[config.mk]
export PLATFORM = sky130hd
export DESIGN_NAME = pci_parity_latency_ctrl
export DESIGN_NICKNAME = d
export VERILOG_FILES = /design/src/hw/master_latency_timer.v /design/src/hw/bus_parity_unit.v /design/src/hw/pci_parity_latency_ctrl.v
export VERILOG_INCLUDE_DIRS = /design/src /design/src/hw
export SDC_FILE = /design/constraint.sdc
export NUM_CORES = 1
export LEC_CHECK = 0
export BUFFER_PORTS_ARGS = -buffer_cell sky130_fd_sc_hd__buf_2
export CELL_PAD_IN_SITES_DETAIL_PLACEMENT = 1
export CELL_PAD_IN_SITES_GLOBAL_PLACEMENT = 2
export CORE_ASPECT_RATIO = 1.1
export CORE_UTILIZATION = 29
export CTS_CLUSTER_DIAMETER = 40
export DETAILED_ROUTE_END_ITERATION = 7
export PLACE_DENSITY_LB_ADDON = 0.08
export SYNTH_ARGS = -nofsm -noshare
export SYNTH_HDL_FRONTEND = slang
export SYNTH_SLANG_ARGS = --single-unit
[constraint.sdc]
create_clock -name pclk -period 5.31 [get_ports pclk]
set_input_delay 1.062 -clock pclk [delete_from_list [all_inputs] [get_ports pclk]]
set_output_delay 1.062 -clock pclk [all_outputs]
set_load 0.03 [all_outputs]
[src/hw/pci_parity_latency_ctrl_map.vh]
`ifndef PCI_PARITY_LATENCY_CTRL_MAP_VH
`define PCI_PARITY_LATENCY_CTRL_MAP_VH

// Register byte offsets.
`define CTRL_ADDR 12'h000
`define LAT_ADDR 12'h004
`define STAT_ADDR 12'h008

// Control register fields.
`define CTRL_PERR_EN 0
`define CTRL_POST_EN 1
`define CTRL_RESET 2'h0

// Latency register reset value.
`define LAT_RESET 8'h00

// Status register fields.
`define STAT_PERR 0
`define STAT_EXPIRED 1
`define STAT_FULL 2
`define STAT_BUFS_LSB 4

// Bus commands carried on the command lines.
`define CMD_IO_READ 4'h2
`define CMD_IO_WRITE 4'h3
`define CMD_MEM_READ 4'h6
`define CMD_MEM_WRITE 4'h7

// Cycles without a device select before a master abort.
`define DEVSEL_WAIT 3'h5

`endif

[src/hw/master_latency_timer.v]
`timescale 1ns/1ns
module master_latency_timer #(
  parameter WIDTH = 8
) (
  input wire pclk,
  input wire presetn,
  input wire frame_active,
  input wire [WIDTH-1:0] slice,
  output reg expired
);
  reg [WIDTH-1:0] count;

  always @(posedge pclk or negedge presetn) begin
    if (!presetn) begin
      count <= {WIDTH{1'b0}};
      expired <= 1'b0;
    end else if (!frame_active) begin
      count <= {WIDTH{1'b0}};
      expired <= 1'b0;
    end else begin
      if (count != slice) begin
        count <= count + {{(WIDTH-1){1'b0}}, 1'b1};
      end
      expired <= (count == slice) || expired;
    end
  end
endmodule

[src/hw/bus_parity_unit.v]
`timescale 1ns/1ns
module bus_parity_unit (
  input wire pclk,
  input wire presetn,
  input wire ad_drive,
  input wire [31:0] ad_out,
  input wire cbe_drive,
  input wire [3:0] cbe_n_out,
  input wire [31:0] ad_in,
  input wire [3:0] cbe_n_in,
  input wire par_in,
  input wire check,
  input wire perr_en,
  output reg par_out,
  output reg par_oe,
  output reg perr_n_out,
  output reg perr_oe,
  output reg error
);
  reg chk_pend;
  reg chk_par;
  wire [3:0] cbe_src = cbe_drive ? cbe_n_out : cbe_n_in;

  always @(posedge pclk or negedge presetn) begin
    if (!presetn) begin
      par_out <= 1'b0;
      par_oe <= 1'b0;
      chk_pend <= 1'b0;
      chk_par <= 1'b0;
      error <= 1'b0;
      perr_n_out <= 1'b1;
      perr_oe <= 1'b0;
    end else begin
      // Even parity over all lanes, meaningful or not, one clock after the data.
      par_out <= ^{ad_out, cbe_src};
      par_oe <= ad_drive;
      chk_pend <= check;
      chk_par <= ^{ad_in, cbe_n_in};
      error <= chk_pend && (chk_par != par_in);
      if (error && perr_en) begin
        perr_n_out <= 1'b0;
        perr_oe <= 1'b1;
      end else if (perr_oe && !perr_n_out) begin
        perr_n_out <= 1'b1;
      end else begin
        perr_oe <= 1'b0;
      end
    end
  end
endmodule

[src/hw/pci_parity_latency_ctrl.v]
// Operation
// - Latency timer zero unless bridge drives frame.
// - Timer counts clocks from own frame assertion.
// - Expired and grant lost: end master transaction.
// - Post memory writes while enabled, owned, free.
// - Buffers full: disconnect burst, retry single.
// - Other downstream cycles stop after first phase.
// - Even parity over data, command, parity lines.
// - Idle lanes stay stable, still counted.
// - Master drives parity one clock after data.
// - No address phase parity check as target.
// - Read master checks returned data parity.
// - Write target checks parity one clock later.
// - Read target drives parity next clock.
// - Error signal only when participating and enabled.
// - Error signal driven then released.
// - Parity error status set even when disabled.
// - Bridge never drives system error.
//
// Our own choices: the APB register port and the register addresses.
`timescale 1ns/1ns
`include "pci_parity_latency_ctrl_map.vh"
module pci_parity_latency_ctrl #(
  parameter BUFFERS = 4,
  parameter [7:0] TARGET_BASE = 8'h80
) (
  input wire pclk,
  input wire presetn,
  input wire [11:0] paddr,
  input wire psel,
  input wire penable,
  input wire pwrite,
  input wire [31:0] pwdata,
  output reg [31:0] prdata,
  output reg pready,
  output reg pslverr,
  input wire frame_n_in,
  input wire irdy_n_in,
  input wire trdy_n_in,
  input wire stop_n_in,
  input wire devsel_n_in,
  input wire [31:0] ad_in,
  input wire [3:0] cbe_n_in,
  input wire par_in,
  input wire gnt_n,
  output reg req_n,
  output reg frame_n_out,
  output reg frame_oe,
  output reg irdy_n_out,
  output reg irdy_oe,
  output reg trdy_n_out,
  output reg stop_n_out,
  output reg devsel_n_out,
  output reg target_oe,
  output reg [31:0] ad_out,
  output reg ad_oe,
  output reg [3:0] cbe_n_out,
  output reg cbe_oe,
  output wire par_out,
  output wire par_oe,
  output wire perr_n_out,
  output wire perr_oe,
  input wire eisa_owned,
  input wire buf_drain,
  input wire [31:0] t_rdata,
  output reg post_strobe,
  output reg [31:0] post_data,
  output reg [3:0] post_be_n,
  input wire m_start,
  input wire [3:0] m_cmd,
  input wire [31:0] m_addr,
  input wire [31:0] m_wdata,
  input wire [3:0] m_phases,
  output reg m_busy,
  output reg m_rvalid,
  output reg [31:0] m_rdata
);
  localparam M_IDLE = 4'b0001;
  localparam M_ADDR = 4'b0010;
  localparam M_DATA = 4'b0100;
  localparam M_TURN = 4'b1000;
  localparam T_IDLE = 4'b0001;
  localparam T_RTURN = 4'b0010;
  localparam T_DATA = 4'b0100;
  localparam T_BACK = 4'b1000;

  reg [1:0] ctrl;
  reg [7:0] slice;
  reg perr_flag;
  reg [3:0] m_state;
  reg [3:0] t_state;
  reg m_pend;
  reg m_write;
  reg [3:0] m_left;
  reg [2:0] m_devwait;
  reg frame_prev;
  reg t_write;
  reg t_post;
  reg [3:0] bufs;
  wire expired;
  wire parity_error;

  wire [3:0] a_cmd = cbe_n_in;
  wire a_phase = !frame_n_in && frame_prev && (m_state == M_IDLE);
  wire a_known = (a_cmd == `CMD_MEM_READ) || (a_cmd == `CMD_MEM_WRITE) ||
    (a_cmd == `CMD_IO_READ) || (a_cmd == `CMD_IO_WRITE);
  // Address parity is never checked here, and no system error exists.
  wire a_hit = a_phase && (ad_in[31:24] == TARGET_BASE) && a_known;
  wire a_post = a_cmd == `CMD_MEM_WRITE;
  wire full = bufs == BUFFERS[3:0];
  wire post_ok = ctrl[`CTRL_POST_EN] && eisa_owned && !full;
  wire t_xfer = (t_state == T_DATA) && !irdy_n_in && !trdy_n_out;
  wire m_xfer = (m_state == M_DATA) && !irdy_n_out && !trdy_n_in;
  wire post_xfer = t_xfer && t_post;
  wire [3:0] bufs_next = bufs + {3'h0, post_xfer} - {3'h0, buf_drain};
  // Only data phases the bridge receives are checked: master reads and target writes.
  wire check = (m_xfer && !m_write) || (t_xfer && t_write);
  wire grant_lost = expired && gnt_n;

  wire apb_hit = (paddr == `CTRL_ADDR) || (paddr == `LAT_ADDR) || (paddr == `STAT_ADDR);
  wire apb_wr = psel && penable && pready && pwrite && apb_hit;

  master_latency_timer #(.WIDTH(8)) u_timer (
    .pclk(pclk),
    .presetn(presetn),
    .frame_active(frame_oe && !frame_n_out),
    .slice(slice),
    .expired(expired)
  );

  bus_parity_unit u_parity (
    .pclk(pclk),
    .presetn(presetn),
    .ad_drive(ad_oe),
    .ad_out(ad_out),
    .cbe_drive(cbe_oe),
    .cbe_n_out(cbe_n_out),
    .ad_in(ad_in),
    .cbe_n_in(cbe_n_in),
    .par_in(par_in),
    .check(check),
    .perr_en(ctrl[`CTRL_PERR_EN]),
    .par_out(par_out),
    .par_oe(par_oe),
    .perr_n_out(perr_n_out),
    .perr_oe(perr_oe),
    .error(parity_error)
  );

  always @(posedge pclk or negedge presetn) begin
    if (!presetn) begin
      pready <= 1'b0;
      pslverr <= 1'b0;
      prdata <= 32'h0;
      ctrl <= `CTRL_RESET;
      slice <= `LAT_RESET;
      perr_flag <= 1'b0;
    end else begin
      pready <= psel && !penable;
      pslverr <= psel && !penable && !apb_hit;
      if (psel && !penable) begin
        case (paddr)
          `CTRL_ADDR: prdata <= {30'h0, ctrl};
          `LAT_ADDR: prdata <= {24'h0, slice};
          `STAT_ADDR: prdata <= {24'h0, bufs, 1'b0, full, expired, perr_flag};
          default: prdata <= 32'h0;
        endcase
      end
      if (apb_wr && (paddr == `CTRL_ADDR)) begin
        ctrl <= pwdata[1:0];
      end
      if (apb_wr && (paddr == `LAT_ADDR)) begin
        slice <= pwdata[7:0];
      end
      if (parity_error) begin
        perr_flag <= 1'b1;
      end else if (apb_wr && (paddr == `STAT_ADDR) && pwdata[`STAT_PERR]) begin
        perr_flag <= 1'b0;
      end
    end
  end

  always @(posedge pclk or negedge presetn) begin
    if (!presetn) begin
      bufs <= 4'h0;
      post_strobe <= 1'b0;
      post_data <= 32'h0;
      post_be_n <= 4'hf;
    end else begin
      bufs <= bufs_next;
      post_strobe <= post_xfer;
      if (post_xfer) begin
        post_data <= ad_in;
        post_be_n <= cbe_n_in;
      end
    end
  end

  always @(posedge pclk or negedge presetn) begin
    if (!presetn) begin
      m_state <= M_IDLE;
      t_state <= T_IDLE;
      m_pend <= 1'b0;
      m_write <= 1'b0;
      m_left <= 4'h0;
      m_devwait <= 3'h0;
      m_busy <= 1'b0;
      m_rvalid <= 1'b0;
      m_rdata <= 32'h0;
      req_n <= 1'b1;
      frame_prev <= 1'b1;
      frame_n_out <= 1'b1;
      frame_oe <= 1'b0;
      irdy_n_out <= 1'b1;
      irdy_oe <= 1'b0;
      trdy_n_out <= 1'b1;
      stop_n_out <= 1'b1;
      devsel_n_out <= 1'b1;
      target_oe <= 1'b0;
      ad_out <= 32'h0;
      ad_oe <= 1'b0;
      cbe_n_out <= 4'hf;
      cbe_oe <= 1'b0;
      t_write <= 1'b0;
      t_post <= 1'b0;
    end else begin
      frame_prev <= frame_n_in;
      m_rvalid <= 1'b0;
      if (m_start && (m_state == M_IDLE) && !m_pend) begin
        m_pend <= 1'b1;
        m_write <= m_cmd[0];
        m_left <= (m_phases == 4'h0) ? 4'h1 : m_phases;
        req_n <= 1'b0;
      end
      m_busy <= m_pend || (m_state != M_IDLE) || m_start;
      case (m_state)
        M_IDLE: begin
          if (m_pend && !gnt_n && frame_n_in && irdy_n_in && (t_state == T_IDLE)) begin
            m_state <= M_ADDR;
            m_pend <= 1'b0;
            req_n <= 1'b1;
            frame_n_out <= 1'b0;
            frame_oe <= 1'b1;
            ad_out <= m_addr;
            ad_oe <= 1'b1;
            cbe_n_out <= m_cmd;
            cbe_oe <= 1'b1;
          end
        end
        M_ADDR: begin
          m_state <= M_DATA;
          m_devwait <= 3'h0;
          irdy_n_out <= 1'b0;
          irdy_oe <= 1'b1;
          cbe_n_out <= 4'h0;
          ad_out <= m_write ? m_wdata : ad_out;
          ad_oe <= m_write;
          frame_n_out <= (m_left == 4'h1) || grant_lost;
        end
        M_DATA: begin
          if (devsel_n_in && (m_devwait != `DEVSEL_WAIT)) begin
            m_devwait <= m_devwait + 3'h1;
          end
          if (m_xfer) begin
            m_rvalid <= !m_write;
            m_rdata <= ad_in;
            m_left <= m_left - 4'h1;
          end
          if ((m_xfer && frame_n_out) || !stop_n_in || (devsel_n_in && (m_devwait == `DEVSEL_WAIT))) begin
            m_state <= M_TURN;
            frame_n_out <= 1'b1;
            irdy_n_out <= 1'b1;
            ad_oe <= 1'b0;
          end else begin
            if (m_xfer && m_write) begin
              ad_out <= m_wdata;
            end
            // Completion still waits for the target to be ready.
            if ((m_xfer && (m_left == 4'h2)) || grant_lost) begin
              frame_n_out <= 1'b1;
            end
          end
        end
        M_TURN: begin
          m_state <= M_IDLE;
          frame_oe <= 1'b0;
          irdy_oe <= 1'b0;
          cbe_oe <= 1'b0;
        end
        default: m_state <= M_IDLE;
      endcase
      case (t_state)
        T_IDLE: begin
          if (a_hit) begin
            t_write <= a_cmd[0];
            t_post <= a_post;
            devsel_n_out <= 1'b0;
            target_oe <= 1'b1;
            if (!a_cmd[0]) begin
              t_state <= T_RTURN;
            end else begin
              t_state <= T_DATA;
              if (a_post && !post_ok) begin
                stop_n_out <= 1'b0;
              end else begin
                trdy_n_out <= 1'b0;
                stop_n_out <= !(!a_post || frame_n_in) ? 1'b1 : a_post;
              end
            end
          end
        end
        T_RTURN: begin
          t_state <= T_DATA;
          ad_out <= t_rdata;
          ad_oe <= 1'b1;
          trdy_n_out <= 1'b0;
          stop_n_out <= 1'b0;
        end
        T_DATA: begin
          if (frame_n_in && !irdy_n_in && (t_xfer || !stop_n_out)) begin
            t_state <= T_BACK;
            trdy_n_out <= 1'b1;
            stop_n_out <= 1'b1;
            devsel_n_out <= 1'b1;
            ad_oe <= 1'b0;
          end else if (t_xfer) begin
            if (!t_post || (bufs_next == BUFFERS[3:0])) begin
              trdy_n_out <= 1'b1;
              stop_n_out <= 1'b0;
              ad_oe <= 1'b0;
            end
          end
        end
        T_BACK: begin
          t_state <= T_IDLE;
          target_oe <= 1'b0;
        end
        default: t_state <= T_IDLE;
      endcase
    end
  end
endmodule

==> results of run 1 <==
registers in the layout (all words and copies together) (netlist names), 2 cells and up:
signal         flops
t_state            4
m_left             4
slice              8
post_be_n          4
m_devwait          3
u_timer.count      8
prdata             8
m_rdata           32
ctrl               2
cbe_n_out          4
ad_out            32
m_state            4
post_data         32
bufs               4
layer usage:
layer | GRT usage [%] | part of all wire (%)
met2 | 28.8 | 48
met1 | 21.3 | 44
met4 | 4.11 | 0.91
met3 | 5.37 | 6.9
met5 | 0 | 0.10
synthesized netlist by cell type, drive strengths merged, types with 8 or more instances:
library cell,n
nand2,183
xor2,17
nand3,8
buf,36
clkbuf,26
mux2i,35
xnor2,69
inv,27
dfrtp,160
o21ai,102
a21oi,14
a22o,10
dfstp,18
mux2,40
ha,19
nor2,42
nor3,10
worst max-delay path: stages, from the launching register on:
cell	delay, ps
sky130_fd_sc_hd__dfrtp_1	450
sky130_fd_sc_hd__or4b_2	720
sky130_fd_sc_hd__nor3_1	280
sky130_fd_sc_hd__nand2_2	100
sky130_fd_sc_hd__ha_1	270
sky130_fd_sc_hd__inv_1	40
sky130_fd_sc_hd__ha_1	200
sky130_fd_sc_hd__fa_1	380
sky130_fd_sc_hd__xor2_1	170
sky130_fd_sc_hd__nor4b_1	410
sky130_fd_sc_hd__o311ai_0	290
sky130_fd_sc_hd__a21oi_1	230
sky130_fd_sc_hd__mux2_2	350
worst min-delay path by stage:
stage | slack, ps | cells after the start | end | from
after floorplan | 430 | 1 | u_parity.error$_DFF_PN0_ | u_parity.chk_pend$_DFF_PN0_
after global placement | 450 | 1 | u_parity.error$_DFF_PN0_ | u_parity.chk_pend$_DFF_PN0_
after detailed placement | 460 | 2 | devsel_n_out$_DFFE_PN1P_ | devsel_n_out$_DFFE_PN1P_
after CTS | 470 | 1 | u_parity.error$_DFF_PN0_ | u_parity.chk_pend$_DFF_PN0_
after global routing | 480 | 0 | u_parity.par_oe$_DFF_PN0_ | ad_oe$_DFF_PN0_
final | 460 | 0 | u_parity.par_oe$_DFF_PN0_ | ad_oe$_DFF_PN0_
cell families after synthesis:
kind of cell               count (synthesis)  synth area share, %
xor gates and xnor gates                  86                 8.42
DFF                                      178                 50.0
and+or+nand+nor                          288                 14.4
other                                      1               0.0419
AOI/OAI and AO/OA                        153                 9.91
muxes                                     75                 8.95
buffers and inverters                     89                 5.34
adders and majority gates                 20                 2.88
metrics by stage:
stage | setup WS, ps | utilization, % | area [µm²] | power (mW)
after detailed placement | 1200 | 35.4 | 10800 | 3.29
final | 1360 | 37.4 | 11400 | 4.52
after CTS | 1260 | 37.4 | 11400 | 4.62
after global placement | 1240 | 35.4 | 10800 | 3.27
after floorplan | 1430 | - | 9030 | 2.84
after global routing | 1140 | 37.4 | 11400 | 4.82
power by group through the flow:
stage / Clock [mW] / Sequential, mW / Combinational, mW
final: 1.29 / 1.74 / 1.49
after global routing: 1.39 / 1.77 / 1.65
after CTS: 1.35 / 1.75 / 1.53
after detailed placement: 0 / 1.77 / 1.52
after global placement: 0 / 1.77 / 1.50
after floorplan: 0 / 1.95 / 0.886
area by class of cell:
type	count	area, µm²	area share [%]
clock buffers	18	439	3.86
flip-flops and latches	178	4480	39.4
clock inverters	14	145	1.28
diodes	2	5.00	0.0440
well taps	414	518	4.55
multi-input cells	646	4100	36.0
inverters	27	101	0.891
repair buffers	311	1590	14.0
==> flow_summary.rst, run 1 <==
.. list-table::
   :header-rows: 1

   * - Metric
     - Value
   * - Switching component of the power
     - 1.64 mW
   * - Number of placed cells counting well taps
     - ~1600
   * - Crit path max fanout
     - 7
   * - Number of buffers added for setup after CTS
     - 0
   * - CTS resizes
     - 0
   * - Synth Area per Inst
     - around 10 µm²
   * - Dominant register cell in the synthesized netlist
     - sky130_fd_sc_hd__dfrtp_1
   * - Depth of the worst register-to-register path
     - 12
   * - Warnings, synthesis
     - 0
   * - Share of the synthesized area in the top cell type
     - between 40% and 50%
   * - Critical path startpoint category
     - register
   * - Cell type contributing the most total cell area after synthesis
     - sky130_fd_sc_hd__dfrtp_1
   * - Maximum capacitance violations
     - 0
   * - Final min period
     - approximately 4000 ps
   * - Number of enable flip-flop cells after synthesis
     - 0
   * - Clock transition at the registers of the reported paths
     - ~70 ps
   * - Most common cell after layout, fill and taps aside
     - sky130_fd_sc_hd__buf_2
   * - Number of placed I/O pins
     - ~360
   * - Final-layout fill cell count
     - between 3000 and 4000
   * - Setup TNS Final
     - 0 ps
   * - Part of the total power dissipated in combinational logic
     - 32.9%
   * - Vertical extent of the die
     - approximately 190 µm
   * - Number of global-route vias before repair
     - 7410
   * - Data arrival time of the critical path
     - around 4300 ps
   * - Tot GR Track Use
     - 17.1%
   * - Switching share of total power
     - 36.2%
   * - Cells taking the most area after synthesis
     - sky130_fd_sc_hd__dfrtp_1 (45%), sky130_fd_sc_hd__nand2_1 (7.7%), sky130_fd_sc_hd__xnor2_1 (6.8%), sky130_fd_sc_hd__dfstp_2 (5.3%), sky130_fd_sc_hd__mux2_2 (5.0%)
   * - H-tree depth
     - 4
   * - Total power divided by cell area
     - slightly below 400 mW/mm²
   * - Worst Hold Class
     - register to register
   * - CTS hold repair buffers
     - 0
   * - Max VDD drop
     - about 190 µV
   * - Leakage power figure
     - just under 6 nW
   * - Fraction of layout cells with a size suffix above 1
     - a little over a third
   * - Global-route wire length before repair
     - 41600 µm
   * - Data required time of the worst path
     - 5680 ps
   * - Termination of the worst setup path
     - stop_n_out$_DFFE_PN1P_
   * - Antenna violations before repair
     - 4
   * - Post-layout instance count excluding filler cells
     - between 1500 and 2000
   * - Final #Nets
     - 1400
   * - Headroom to the max-slew limit
     - between 30% and 40%
   * - Final setup viols
     - 0
   * - Maximum number of pins on one net before global-route repair
     - roughly 110
   * - Reg power frac
     - 38.5%
   * - Starting density of the core
     - around 29%
   * - Cell count after synthesis
     - slightly below 900
   * - Start of the worst register-to-register path
     - t_state[1]$_DFFE_PN0P_
   * - Max Clock Freq
     - between 200 and 300 MHz
   * - CTS Buffer Depth
     - 2
   * - Post-synth ARST share
     - 100%
   * - Hold slack final
     - 461 ps
   * - Number of CTS-inserted buffers
     - 17
   * - Initial DRC Count
     - 243
   * - Post-DRT Antenna Nets
     - 0
   * - Type of the setup path with the least slack
     - register to register
   * - Status
     - complete, no violations
   * - Clk pwr share
     - roughly 28%
   * - Die W
     - around 170 µm
   * - Core outline area
     - between 0.03 and 0.04 mm²
   * - Part of the cycle the worst path needs
     - about three quarters
   * - Flop-to-flop setup slack
     - about 1400 ps
   * - Post-detailed-routing wire length
     - between 20000 and 30000 µm
   * - Avg WL per Cell
     - roughly 17 µm
   * - Actual transition at the worst max-transition pin
     - around 970 ps
   * - Number of endpoints with negative hold slack in the final report
     - 0
   * - Most used cells in the layout excluding fill and tap cells
     - sky130_fd_sc_hd__buf_2 (305), sky130_fd_sc_hd__nand2_1 (182), sky130_fd_sc_hd__dfrtp_1 (160)
   * - Count of unresolved DRC violations after routing
     - 0
   * - Share of the yosys chip area belonging to registers
     - roughly half
   * - Quantity of I/O buffers inserted on ports
     - ~310
   * - Max-slew violation count
     - 0
   * - Setup crit end kind
     - register
   * - Number of clock sinks
     - approximately 180
   * - Floorplan row count
     - between 60 and 70
   * - Total global routing overflow
     - 0
   * - Total iterations of the first detailed-routing run
     - 4
   * - Flip-flop and latch count after synthesis
     - 178
   * - Post-detail-place hpwl
     - approximately 20000 µm
   * - RR Endpoint
     - stop_n_out$_DFFE_PN1P_
   * - Detailed-route via count
     - ~7200
   * - Setup repair after global routing missed its margin
     - no
   * - Placer Congestion
     - about 0.75
   * - Clk Latency, worst-skew pair
     - ~450 ps
   * - Die area
     - approximately 0.032 mm²
   * - Number of distinct standard cells referenced by the synthesized netlist
     - between 50 and 60
   * - Area delta synth->final
     - 27.1%
   * - Clock tree root buffer cell
     - sky130_fd_sc_hd__clkbuf_16
   * - Routed vias/inst
     - 4.47
   * - Launch point of the critical path
     - t_state[1]$_DFFE_PN0P_
   * - Worst clock skew
     - between 15 and 20 ps
   * - CTS tree
     - done
   * - Cell internal pwr
     - 2.88 mW
   * - Netlist area before placement
     - 0.00895 mm²
(Power assumes the default switching activity.)
==> run 2: changes to the inputs <==
Settings changed: ABC_AREA set to 1, CORE_UTILIZATION 29 to 27.
Clock period 5.31 ns to 3.9 ns, I/O delays scaled along.
==> run 2 against run 1 <==
Net effect:
- wire length rose by 25%
- synthesized area grew 10%
- sequential share of layout area shrank 3.4 points
- global-route usage increased by 1.2 points
- combinational power increased by 130%
- non-clock buffer count is 7 higher
- clock skew is 3.7 ps lower
- die area up 18%
==> flow_summary.rst, run 2 <==
.. list-table::
   :header-rows: 1

   * - Metric
     - Value
   * - Status
     - complete, no violations
   * - Worst Hold Class
     - primary input to asynchronous set/reset pin
   * - Post-layout power
     - 7.86 mW
   * - Final core occ
     - 34.5%
   * - CTS hold repair buffers
     - 0
   * - Type of the setup path with the least slack
     - register to register
   * - Dominant register cell in the synthesized netlist
     - sky130_fd_sc_hd__dfrtp_1
   * - Max Clock Freq
     - approximately 360 MHz
   * - Part of the cycle the worst path needs
     - between 70% and 80%
   * - Final #Nets
     - 1840
   * - Number of CTS-inserted buffers
     - 17
   * - Fraction of layout cells with a size suffix above 1
     - about a quarter
   * - Share of the yosys chip area belonging to registers
     - between 40% and 50%
   * - Synth Area per Inst
     - 7.43 µm²
   * - Starting density of the core
     - approximately 27%
   * - Biggest regs
     - ad_out: 32 flops, m_rdata: 32 flops, post_data: 32 flops
   * - Critical path startpoint category
     - register
   * - Clock transition at the registers of the reported paths
     - about 80 ps
   * - Maximum number of pins on one net before global-route repair
     - 75
   * - Post-detailed-routing wire length
     - 33200 µm
   * - Setup crit end kind
     - register
   * - Setup TNS Final
     - 0 ps
   * - Number of distinct standard cells referenced by the synthesized netlist
     - 43
   * - Maximum capacitance violations
     - 0
   * - Number of clock sinks
     - around 180
   * - Switching share of total power
     - ~45%
   * - Core outline area
     - roughly 0.036 mm²
   * - Worst-path cell with the longest stage delay
     - sky130_fd_sc_hd__dfstp_2
   * - Worst clock skew
     - about 13 ps
   * - CTS resizes
     - 0
   * - Worst Path Buf+Inv
     - 2
   * - Leakage power figure
     - 6.96 nW
   * - Share of the synthesized area in the top cell type
     - roughly two fifths
   * - Worst path max stage delay
     - roughly 560 ps
   * - Data required time of the worst path
     - 4280 ps
   * - Number of buffers added for setup after CTS
     - 0
   * - Final min period
     - between 2000 and 3000 ps
   * - Number of placed I/O pins
     - 355
   * - Count of unresolved DRC violations after routing
     - 0
   * - Final setup viols
     - 0
   * - Switching component of the power
     - approximately 3.5 mW
   * - Post-detail-place hpwl
     - approximately 25000 µm
   * - Tot GR Track Use
     - 18.3%
   * - Number of endpoints with negative hold slack in the final report
     - 0
   * - Number of enable flip-flop cells after synthesis
     - 0
   * - Routed vias/inst
     - approximately 4.5
   * - Reg power frac
     - 33.5%
   * - Quantity of I/O buffers inserted on ports
     - approximately 310
   * - Headroom to the max-slew limit
     - about 48%
   * - Max-slew violation count
     - 0
   * - Most used cells in the layout excluding fill and tap cells
     - sky130_fd_sc_hd__nand2_1 (478), sky130_fd_sc_hd__buf_2 (305), sky130_fd_sc_hd__dfrtp_1 (160)
   * - Actual transition at the worst max-transition pin
     - about 770 ps
   * - Netlist area before placement
     - a little under 0.01 mm²
   * - Initial DRC Count
     - between 300 and 400
   * - Library cell with the highest instance count after synthesis
     - sky130_fd_sc_hd__nand2_1
   * - Cell Chain, Critical Path
     - nor2_1 > nand2_1 > inv_2 > nand2_4 > inv_2 > a21oi_4 > nand2_2 > nand2_2 > nand2_4 > nand2_4 > nand2_1 > nand2_1
   * - Warnings, synthesis
     - 0
   * - Global-route wire length before repair
     - about 54000 µm
   * - Clock tree root buffer cell
     - sky130_fd_sc_hd__clkbuf_16
   * - Setup repair after global routing missed its margin
     - no
   * - Avg WL per Cell
     - 15.6 µm
   * - H-tree depth
     - 4
   * - Clk pwr share
     - a little under a quarter
   * - Cell count after synthesis
     - ~1300
   * - Post-DRT Antenna Nets
     - 0
   * - Total iterations of the first detailed-routing run
     - 4
   * - Data arrival time of the critical path
     - about 3200 ps
   * - Flip-flop and latch count after synthesis
     - around 180
   * - Most common cell after layout, fill and taps aside
     - sky130_fd_sc_hd__nand2_1
   * - Part of the total power dissipated in combinational logic
     - ~43%
   * - Leading cell types by count after synthesis
     - sky130_fd_sc_hd__nand2_1 (478), sky130_fd_sc_hd__dfrtp_1 (160), sky130_fd_sc_hd__inv_1 (138), sky130_fd_sc_hd__nand3_1 (102), sky130_fd_sc_hd__o21ai_0 (84)
   * - Max VDD drop
     - 331 µV
   * - Number of global-route vias before repair
     - ~10000
   * - Floorplan row count
     - 73
   * - Placer Congestion
     - roughly 0.74
   * - Die W
     - 184 µm
   * - Cell type contributing the most total cell area after synthesis
     - sky130_fd_sc_hd__dfrtp_1
   * - Antenna violations before repair
     - 7
   * - Post-synth ARST share
     - between 90% and 100%
   * - Total global routing overflow
     - 0
   * - CTS tree
     - done
   * - Area delta synth->final
     - 26.0%
   * - Detailed-route via count
     - between 9000 and 10000
   * - Kind of cell adding the most delay to the critical path
     - simple AND/OR/NAND/NOR gates
   * - Cell internal pwr
     - between 4 and 5 mW
   * - Vertical extent of the die
     - between 200 and 250 µm
   * - Cells taking the most area after synthesis
     - sky130_fd_sc_hd__dfrtp_1 (41%), sky130_fd_sc_hd__nand2_1 (18%), sky130_fd_sc_hd__inv_1 (5.2%), sky130_fd_sc_hd__nand3_1 (5.2%), sky130_fd_sc_hd__dfstp_2 (4.8%)
   * - Die area
     - approximately 0.037 mm²
   * - Clk Latency, worst-skew pair
     - between 400 and 500 ps
   * - Crit path max fanout
     - 33
   * - Total power divided by cell area
     - around 630 mW/mm²
   * - CTS Buffer Depth
     - 2
[run 2: per-stage QoR]
stage	cell area, µm²	instances	setup slack (ps)	hold WS, ps
detailed placement	11800	2089	1020	460
CTS	12500	2121	1020	366
global route	12500	2122	755	379
finish	12500	2125	1100	349
floorplan	9970	1354	895	438
global placement	11800	2089	1070	460
[run 2: final cells by class]
cell class              count  area, µm²
multi-input cells         958       4550
clock buffers              19        433
clock inverters            13        180
inverters                 148        556
well taps                 487        609
flip-flops and latches    178       4480
diodes                      4       10.0
repair buffers            318       1640
fillers                  4574      23600
[run 2: cell families after synthesis]
kind of cell    synth area share (%)
flops                           45.3
xor+xnor                        3.01
other cells                   0.0379
buf+inv                         9.66
fa+ha+maj                       2.61
compound gates                  10.3
simple gates                    29.1
[run 2: path summary, 6_finish.rpt]
kind                                          end  slack (ps)              startpoint  depth (start not counted)
max reg2reg                ad_out[10]$_DFFE_PN0P_        1100  m_state[0]$_DFFE_PN1P_                         12
min reg2reg                       req_n$_DFF_PN1_         470         req_n$_DFF_PN1_                          2
max in group asynchronous    frame_prev$_DFF_PN1_        2730                 presetn                          2
max                        ad_out[10]$_DFFE_PN0P_        1100  m_state[0]$_DFFE_PN1P_                         12
min in group pclk            frame_prev$_DFF_PN1_         460              frame_n_in                          1
min                         prdata[3]$_DFFE_PN0P_         350                 presetn                          1
[run 2: worst register-to-register path: stages (launching register included)]
cell and delay (ps):
sky130_fd_sc_hd__dfstp_2 560, sky130_fd_sc_hd__nor2_1 50, sky130_fd_sc_hd__nand2_1 540, sky130_fd_sc_hd__inv_2 170, sky130_fd_sc_hd__nand2_4 110, sky130_fd_sc_hd__inv_2 70, sky130_fd_sc_hd__a21oi_4 190, sky130_fd_sc_hd__nand2_2 70
sky130_fd_sc_hd__nand2_2 80, sky130_fd_sc_hd__nand2_4 260, sky130_fd_sc_hd__nand2_4 420, sky130_fd_sc_hd__nand2_1 160, sky130_fd_sc_hd__nand2_1 80
[run 2: routing by layer]
layer	GRT usage (%)	part of all wire [%]	wire, µm	vias to the layer above
li1	-	-	-	4787
met1	22.8	44	14600	4524
met2	30.8	49	16200	191
met3	5.43	5.8	1930	27
met4	4.38	1.3	427	6
met5	0	0.10	34	-
[run 2: power by group through the flow]
stage | Sequential (mW) | Clock, mW | Combinational (mW)
finish | 2.63 | 1.85 | 3.38
global route | 2.70 | 1.99 | 3.89
CTS | 2.64 | 1.93 | 3.46
detailed placement | 2.67 | 0 | 3.45
global placement | 2.66 | 0 | 3.37
floorplan | 3.08 | 0 | 1.97
